$ cat src/hdl/pdt_pkg.sv
// Package with register map, field positions, reset values and timing for the down timer.
package pdt_pkg;
  localparam logic [7:0] PDT_ADDR_PRESCALER = 8'hd2;
  localparam logic [7:0] PDT_ADDR_COUNT     = 8'hd3;
  localparam logic [7:0] PDT_ADDR_STATUS    = 8'hd4;
  localparam logic [6:0] PDT_PRESC_RELOAD   = 7'h7f;
  localparam logic [7:0] PDT_COUNT_RELOAD   = 8'hff;
  localparam logic [7:0] PDT_STATUS_RESET   = 8'h00;
  localparam int         PDT_BIT_FLAG       = 7;
  localparam int         PDT_BIT_IRQ_EN     = 6;
  localparam int         PDT_BIT_DIR        = 5;
  localparam int         PDT_BIT_DATA       = 4;
  localparam int         PDT_BIT_RUN        = 3;
  localparam int         PDT_TAP_LSB        = 0;
  localparam int         PDT_TAP_W          = 3;
  localparam int         PDT_INT_DIV        = 12;
  localparam logic [3:0] PDT_DIV_LAST       = 4'hb;
  typedef enum logic [1:0] {PDT_EVENT, PDT_GATED, PDT_OUT_LOW, PDT_OUT_HIGH} pdt_mode_t;
endpackage

$ cat src/hdl/pdt_timer.sv
// Prescaled 8-bit down timer with four pin modes and a byte register port.
//
// The plain strobed port is this design's own decision.
`timescale 1ns/1ps
module pdt_timer
  import pdt_pkg::*;
(
  // Clock and reset.
  input  wire logic       clk_in,
  input  wire logic       rst_n_in,
  // Register port.
  input  wire logic [7:0] addr_in,
  input  wire logic [7:0] wdata_in,
  input  wire logic       wr_in,
  input  wire logic       rd_in,
  output logic      [7:0] rdata_out,
  // Low-power state of the core.
  input  wire logic       wait_in,
  input  wire logic       stop_in,
  // Timer pin.
  input  wire logic       pin_in,
  output logic            pin_out,
  output logic            pin_oe_out,
  // Requests.
  output logic            irq_out,
  output logic            wake_out
);
  import pdt_pkg::*;

  logic [1:0] rst_sync_q;
  logic       rst_n;
  logic       pin_meta_q;
  logic       pin_sync_q;
  logic       pin_prev_q;
  logic [3:0] div_q;
  logic [3:0] div_d;
  logic [6:0] presc_q;
  logic [6:0] presc_d;
  logic [7:0] count_q;
  logic [7:0] count_d;
  logic [7:0] status_q;
  logic [7:0] status_d;
  logic       flag_prev_q;
  logic       out_latch_q;
  logic [7:0] rdata_q;

  // Reset is released through two flip-flops so all logic leaves reset together.
  always_ff @(posedge clk_in or negedge rst_n_in)
  begin
    if (!rst_n_in)
      rst_sync_q <= 2'h0;
    else
      rst_sync_q <= {rst_sync_q[0], 1'b1};
  end
  assign rst_n = rst_sync_q[1];

  // Only the second and third stages are read, never the first.
  always_ff @(posedge clk_in or negedge rst_n)
  begin
    if (!rst_n)
    begin
      // Reset to the idle pull-up level, so leaving reset shows no false rising edge.
      pin_meta_q <= 1'b1;
      pin_sync_q <= 1'b1;
      pin_prev_q <= 1'b1;
    end
    else
    begin
      pin_meta_q <= pin_in;
      pin_sync_q <= pin_meta_q;
      pin_prev_q <= pin_sync_q;
    end
  end

  function automatic logic [6:0] pdt_tap_mask(input logic [2:0] sel);
    pdt_tap_mask = 7'((8'h01 << sel) - 8'h01);
  endfunction

  wire        w_dir    = status_q[PDT_BIT_DIR];
  wire        w_data   = status_q[PDT_BIT_DATA];
  wire        w_run    = status_q[PDT_BIT_RUN];
  wire        w_flag   = status_q[PDT_BIT_FLAG];
  wire        w_irq_en = status_q[PDT_BIT_IRQ_EN];
  wire [2:0]  w_tap    = status_q[PDT_TAP_LSB +: PDT_TAP_W];
  wire pdt_mode_t w_mode = pdt_mode_t'({w_dir, w_data});
  wire        w_event_mode = (w_mode == PDT_EVENT);
  wire        w_div_tick   = (div_q == PDT_DIV_LAST);
  // Stop freezes the internal clock, so only the external pin may advance the timer.
  wire        w_frozen     = stop_in && !w_event_mode;
  wire        w_pin_rise   = pin_sync_q && !pin_prev_q;
  // Event mode counts pin edges; gated needs the pin high; output mode is free.
  wire        w_presc_tick = !w_run || w_frozen ? 1'b0 :
                             (w_mode == PDT_EVENT) ? w_pin_rise :
                             (w_mode == PDT_GATED) ? (w_div_tick && pin_sync_q) :
                             w_div_tick;
  // The tap fires when the selected low bits of the prescaler are all zero.
  wire        w_count_tick = w_presc_tick &&
                             ((presc_q & pdt_tap_mask(w_tap)) == 7'h00);
  wire        w_wr_presc   = wr_in && (addr_in == PDT_ADDR_PRESCALER);
  wire        w_wr_count   = wr_in && (addr_in == PDT_ADDR_COUNT);
  wire        w_wr_status  = wr_in && (addr_in == PDT_ADDR_STATUS);
  wire        w_underflow  = w_count_tick && (count_q == 8'h01) && !w_wr_count;
  wire        w_flag_set   = w_underflow || (w_wr_count && wdata_in == 8'h00) ||
                             (w_wr_status && wdata_in[PDT_BIT_FLAG]);

  always_comb
  begin
    div_d = w_div_tick || w_frozen ? (w_frozen ? div_q : 4'h0) : div_q + 4'h1;
  end

  always_comb
  begin
    presc_d = presc_q;
    if (!w_run)
      presc_d = PDT_PRESC_RELOAD;
    else if (w_presc_tick)
      presc_d = (presc_q == 7'h00) ? PDT_PRESC_RELOAD : presc_q - 7'h01;
    if (w_wr_presc && w_run)
      presc_d = wdata_in[6:0];
  end

  always_comb
  begin
    count_d = count_q;
    if (w_count_tick && w_run)
      count_d = (count_q == 8'h00) ? PDT_COUNT_RELOAD : count_q - 8'h01;
    if (w_wr_count)
      count_d = wdata_in;
  end

  // The flag is set by underflow, by a zero count write or by writing 1 to it; a write of zero to it clears it,
  // and a simultaneous hardware set still wins.
  always_comb
  begin
    status_d = status_q;
    if (w_wr_status)
      status_d = {w_flag, wdata_in[6:0]};
    if (w_wr_status && !wdata_in[PDT_BIT_FLAG])
      status_d[PDT_BIT_FLAG] = 1'b0;
    if (w_flag_set)
      status_d[PDT_BIT_FLAG] = 1'b1;
  end

  always_ff @(posedge clk_in or negedge rst_n)
  begin
    if (!rst_n)
    begin
      div_q    <= 4'h0;
      presc_q  <= PDT_PRESC_RELOAD;
      count_q  <= PDT_COUNT_RELOAD;
      status_q <= PDT_STATUS_RESET;
    end
    else
    begin
      div_q    <= div_d;
      presc_q  <= presc_d;
      count_q  <= count_d;
      status_q <= status_d;
    end
  end

  // The data bit is captured only on the flag's rising edge, not continuously.
  always_ff @(posedge clk_in or negedge rst_n)
  begin
    if (!rst_n)
    begin
      flag_prev_q <= 1'b0;
      out_latch_q <= 1'b0;
    end
    else
    begin
      flag_prev_q <= w_flag;
      if (w_flag && !flag_prev_q)
        out_latch_q <= w_data;
    end
  end

  assign pin_out    = out_latch_q;
  assign pin_oe_out = w_dir;
  assign irq_out    = w_flag && w_irq_en;
  assign wake_out   = irq_out;

  wire [7:0] w_rd_mux = (addr_in == PDT_ADDR_PRESCALER) ? {1'b0, presc_q} :
                        (addr_in == PDT_ADDR_COUNT)     ? count_q :
                        (addr_in == PDT_ADDR_STATUS)    ? status_q : 8'h00;

  always_ff @(posedge clk_in or negedge rst_n)
  begin
    if (!rst_n)
      rdata_q <= 8'h00;
    else
      rdata_q <= rd_in ? w_rd_mux : 8'h00;
  end
  assign rdata_out = rdata_q;
endmodule

$ cat config.mk
export PLATFORM = sky130hd
export DESIGN_NAME = pdt_timer
export DESIGN_NICKNAME = d
export VERILOG_FILES = /design/src/hdl/pdt_pkg.sv /design/src/hdl/pdt_timer.sv
export SDC_FILE = /design/constraint.sdc
export NUM_CORES = 1
export LEC_CHECK = 0
export BUFFER_PORTS_ARGS = -buffer_cell sky130_fd_sc_hd__buf_2
export CORE_ASPECT_RATIO = 0.9
export CORE_MARGIN = 1
export CORE_UTILIZATION = 50
export DETAILED_ROUTE_END_ITERATION = 8
export GPL_TIMING_DRIVEN = 0
export PLACE_DENSITY = 0.74
export SETUP_SLACK_MARGIN = 0.2
export SYNTH_ARGS = -nofsm -noshare
export SYNTH_HDL_FRONTEND = slang
export SYNTH_SLANG_ARGS = --single-unit
$ cat constraint.sdc
create_clock -name clk_in -period 2.15 [get_ports clk_in]
set_clock_uncertainty 0.2 [all_clocks]
set_input_delay 0.3225 -clock clk_in [delete_from_list [all_inputs] [get_ports clk_in]]
set_output_delay 0.3225 -clock clk_in [all_outputs]
set_load 0.02 [all_outputs]
# == Word level (Yosys, flattened, before mapping) ==
# Cells that the tools add are included.
# totals
reg_bits,42
elab_cells,77
input_bits,23
# op_classes
shift,1
addsub,4
n_reduce_logical,33
eq_ne,8
mux,18
n_bitwise,1
# op_table
cell,count
two-way mux 8 bit,7
two-way mux 7 bit,4
== test 8 bit (second input constant),3
logical AND 1 bit,16
logical NOT 8 bit,2
logical NOT 7 bit,2
subtractor 7 x 1 -> 7 bit (second input constant),2
== test 8 x 1 -> 1 bit (second input constant),1
two-way mux 4 bit,2
subtractor 8 x 1 -> 8 bit (second input constant),1
AND 7 bit,1
<< shifter 1 x 3 -> 7 bit (first input constant),1
logical NOT 1 bit,6
two-way mux 1 bit,5
adder 4 x 1 -> 4 bit (second input constant),1
== test 4 bit (second input constant),1
logical OR 1 bit,4
nonzero test 2 bit,2
inequality test 3 x 1 -> 1 bit (second input constant),1
== test 2 x 1 -> 1 bit (second input constant),1
logical NOT 2 bit,1
inequality test 2 bit (second input constant),1

# == Depth between registers and ports, before layout ==
# depth
ltp_word,11
mapped_depth,7
depth_no_buf,7

# == Worst setup path after synthesis ==
# No wires, ideal clock.
# synth_timing
path_type,reg2reg
startpoint,reg presc_q[0]
endpoint,reg presc_q[5]
required_time_ns,1.873
arrival_time_ns,1.951
setup_time_ns,0.077
stages_incl_launch_ff,8
n_path_buf,0
setup_slack_ns,-0.079
cell_sequence,dfstp_2 > inv_1 > ha_1 > or4b_4 > or3_4 > o31a_1 > or3_1 > a31oi_1
# synth_between
elab_chain_cells,5
elab_cells_between_ends,6
classes_between,1 x add/sub; 4 x mux; 1 x reduce/logical
# synth_rtl
item,line_no,rtl
from (decl),pdt_timer.sv:37,logic [6:0] presc_q;
from (signal assigned),pdt_timer.sv:156,presc_q <= presc_d;
subtractor 7 x 1 -> 7 bit / logical NOT 7 bit (equally long branches),pdt_timer.sv:117,presc_d = (presc_q == 7'h00) ? PDT_PRESC_RELOAD : presc_q - 7'h01;
two-way mux 7 bit *,pdt_timer.sv:117,
two-way mux 7 bit *,pdt_timer.sv:116,else if (w_presc_tick)
two-way mux 7 bit *,pdt_timer.sv:114,if (!w_run)
two-way mux 7 bit *,pdt_timer.sv:118,if (w_wr_presc && w_run)
# Mark *: on every way between the ends. The rest lies on a longest branch, timed or not. The select of a mux whose other input is x is not followed.
# A chain may end at the register's enable or synchronous reset.

# == Final worst setup path ==
# layout_timing
startpoint,reg presc_q[1]
endpoint,reg status_q[7]
# layout_between
elab_chain_cells,8
elab_cells_between_ends,9
classes_between,1 x mux; 1 x bitwise; 7 x reduce/logical
# layout_rtl
item,line_no,rtl
AND 7 bit *,pdt_timer.sv:98,((presc_q & pdt_tap_mask(w_tap)) == 7'h00);
logical NOT 7 bit *,pdt_timer.sv:98,
logical AND 1 bit *,pdt_timer.sv:97,wire w_count_tick = w_presc_tick &&
logical AND 1 bit * (2 in series),pdt_timer.sv:102,wire w_underflow = w_count_tick && (count_q == 8'h01) && !w_wr_count;
logical OR 1 bit * (2 in series),pdt_timer.sv:103,wire w_flag_set = w_underflow || (w_wr_count && wdata_in == 8'h00) ||
two-way mux 1 bit / nonzero test 2 bit (equally long branches),--,
to (signal assigned),pdt_timer.sv:158,status_q <= status_d;
to (decl),pdt_timer.sv:41,logic [7:0] status_q;
# Mark *: on every way between the ends. The rest lies on a longest branch, timed or not.

==> flow_metrics.py <==
metrics = {
    "run_status": {
        "status": "finished, violations left",
        "violations": "negative setup slack",
    },
    "timing": {
        "slew_violations": 0,
        "rsz0062_at_grt": "true",
        "fin_crit_ps": 2217,
        "fmax_mhz": 451.1,
        "fin_crit_sh_pct": 103.1,
        "final-setup-viol-count": 8,
        "setup_ws_ps": -67.00,
        "hold_viol": 0,
        "max_slew_margin_pct": 43.71,
        "worst_slew_pin_slew_ps": 844.4,
        "holdWs_ps": 66.52,
    },
    "critical_path": {
        "crit_required_ps": 2160,
        "path_max_fanout": 5,
        "crit_family": "compound AO/OA/AOI/OAI gates",
        "start_kind": "flip-flop",
        "arrival_ps": 2230,
        "max_stage_delay_ps": 440,
        "cpMaxStageDelayCell": "or3_1",
        "rr_startpoint": "presc_q[1]",
        "crit_start": "presc_q[1]",
        "crit_type": "reg2reg",
        "path_cells": "buf_4, or3_1, o21ai_0, o2111a_2, buf_6, nand4_1, o211ai_1",
        "path_buf_inv": 2,
        "end_kind": "flip-flop",
    },
    "layout": {
        "layout.cells.non_filler": 336,
        "final_cell_area_um2": 2934,
        "syn2layout_area_growth_pct": 31.52,
        "fin_nets": 303,
        "antenna_cells": 0,
        "drive_gt1_share_pct": 45.65,
    },
    "grt": {
        "grt_start_max_net_pins": 41,
        "gr-total-overflow": 0,
        "antenna_found_initial": 0,
        "first_global_vias": 1790,
        "track_usage_pct": 24.80,
        "grt_pass1_wl_um": 8797,
    },
    "clock_tree": {
        "cts_tree": "done",
        "clock_latency_ps": 290,
        "cts.htree.levels": 2,
        "cts_made_buffers": 5,
        "root_buffer": "clkbuf_8",
        "cts.clk_slew.worst_paths_ps": 80,
        "cts_sinks": 42,
        "cts_buffer_depth": 2,
    },
    "routing": {
        "avgViaCountPerCell": 6.036,
        "drtIter0Drc": 144,
        "postRouteAntennaNets": 0,
        "drc": 0,
        "routed_wirelength_um": 5563,
        "first_pass_iters": 7,
        "vias": 2028,
        "wl_per_cell_um": 16.56,
    },
    "floorplanning": {
        "die-area_um2": 4733,
        "rows": 22,
        "start_util_pct": 53.32,
        "io_pins": 35,
        "coreArea_um2": 4184,
        "die_w_um": 72.41,
        "die_y_um": 65.37,
    },
    "placed_design": {
        "post-place-ws_ps": -352.4,
        "dp_hpwl_um": 3726,
        "place_congestion": 0.8780,
        "port_buffers": 33,
        "place_inst": 309,
        "postPlaceCellArea_um2": 2535,
    },
    "yosys": {
        "synth_compound_area_share_pct": 20.58,
        "ys_types": 54,
        "synth.net_count": 244,
        "syn_avg_cell_area_um2": 10.33,
        "synth_top_cell_by_area": "dfrtp_1",
        "netlist_top_cells_count": "24 x dfrtp_1, 19 x nand2_1, 18 x dfstp_2",
        "synth_warnings": 0,
        "synth_fa_ha_area_share_pct": 2.804,
        "syn_area_um2": 2231,
        "yosys.area.top_type_share_pct": 26.92,
        "seq_area_frac_synth_pct": 48.12,
        "ys.flop_type": "dfrtp_1",
        "synth.mux.area_fraction_pct": 4.992,
        "synth_edf_count": 0,
        "synth_most_common_cell": "dfrtp_1",
        "synth-seq-cells": 42,
        "synthXorXnorAreaFrac_pct": 0,
        "synthArstFlopShare_pct": 100.0,
        "synth_area_leaders": "dfrtp_1 27%, dfstp_2 21%, mux2_2 4.5%",
        "postSynthCellCount": 216,
        "synth_top_family_by_area": "simple AND/OR/NAND/NOR gates",
        "synth-simple-area-share_pct": 20.86,
    },
    "power": {
        "powerDensity_nw_per_um2": 720.5,
        "leakage_uw": 0.001293,
        "ir_worst_vdd_v": 0.0005228,
    },
    "worst_hold_path": {
        "hold_class": "in2reg",
        "hp-start": "wdata_in[7]",
    },
    "run": {
        "max_cap_viol_count": 0,
    },
}
## placed cells by master (no fill, tap or decap), types with 4 or more instances in the layout
| cell type | n |
|---|---|
| a21oi_1 | 5 |
| a21oi_2 | 5 |
| a222oi_1 | 7 |
| buf_2 | 33 |
| buf_4 | 17 |
| buf_6 | 5 |
| clkbuf_8 | 5 |
| dfrtp_1 | 22 |
| dfstp_2 | 18 |
| inv_1 | 4 |
| mux2_2 | 8 |
| nand2_1 | 19 |
| nand2b_1 | 4 |
| nand3_1 | 7 |
| nor2_1 | 12 |
| nor2b_1 | 10 |
| o21ai_0 | 7 |
| o21ai_1 | 4 |
## through the flow
step                setup TNS [ps]  total power [uW]  utilization (%)
floorplan                   -13.93              1299                -
finish                      -297.1              2114            70.13
global placement             -4963              1406            60.56
detailed placement           -5182              1427            60.59
global route                -836.0              2248            70.13
CTS                         -62.18              2062            66.06
## area by class of cell
type                            count  area, um^2
Buffer                              6       48.80
Fill cell                         315        1250
Clock buffer                        6       72.57
Multi-Input combinational cell    162        1277
Sequential cell                    42        1076
Tap cell                           60       75.07
Inverter                            6       22.52
Timing Repair Buffer               52       324.1
Clock inverter                      2       37.54
## state kept, by name, summed over array words and instances (netlist names), 2 cells and up
name / flops
count_q: 8
rst_sync_q: 2
div_q: 4
rdata_out: 8
status_q: 8
presc_q: 7
## logic make-up after synthesis
| family | count (synthesis) |
|---|---|
| adders and majority gates | 5 |
| DFF | 42 |
| other | 1 |
| and+or+nand+nor | 82 |
| muxes | 10 |
| buffers and inverters | 12 |
| AOI/OAI and AO/OA | 64 |
## routing by layer
| layer | GRT usage (%) | wire length [um] | vias up |
|---|---|---|---|
| met3 | 4.755 | 384 | 4 |
| met1 | 35.45 | 2511 | 1010 |
| met2 | 38.55 | 2625 | 76 |
| li1 | - | - | 938 |
| met5 | 0 | 0 | - |
| met4 | 6.618 | 42 | 0 |
## worst register-to-register path, cell delays in order, from the launching register on
cell and delay [ps]:
dfstp_2 380, buf_4 130, or3_1 440, o21ai_0 210
o2111a_2 320, buf_6 150, nand4_1 90, o211ai_1 200
## power breakdown
part,switching (uW),total [uW],internal (uW)
clock network,267,613,346
registers,126,1030,905
logic,247,470,222
total,640,2110,1470
## worst paths after layout
path / endpoint / slack, ps / cells after the start
max: status_q[7] / -70 / 7
min: count_q[7] / 70 / 3
max reg2reg: status_q[7] / -70 / 7
min reg2reg: rst_sync_q[1] / 150 / 0
max in group asynchronous: status_q[4] / 990 / 0
min in group asynchronous: rst_sync_q[1] / 130 / 2
## timing repair
action                                  in CTS  in global routing
endpoints found under the setup margin      31                 17
hold buffers                                 2                  0
endpoints found under the hold margin        3                  0
resized for setup                            6                 30
gates cloned                                 0                  1
setup buffers                               10                  6
pin swaps                                    7                 12
(Power assumes the default switching activity.)
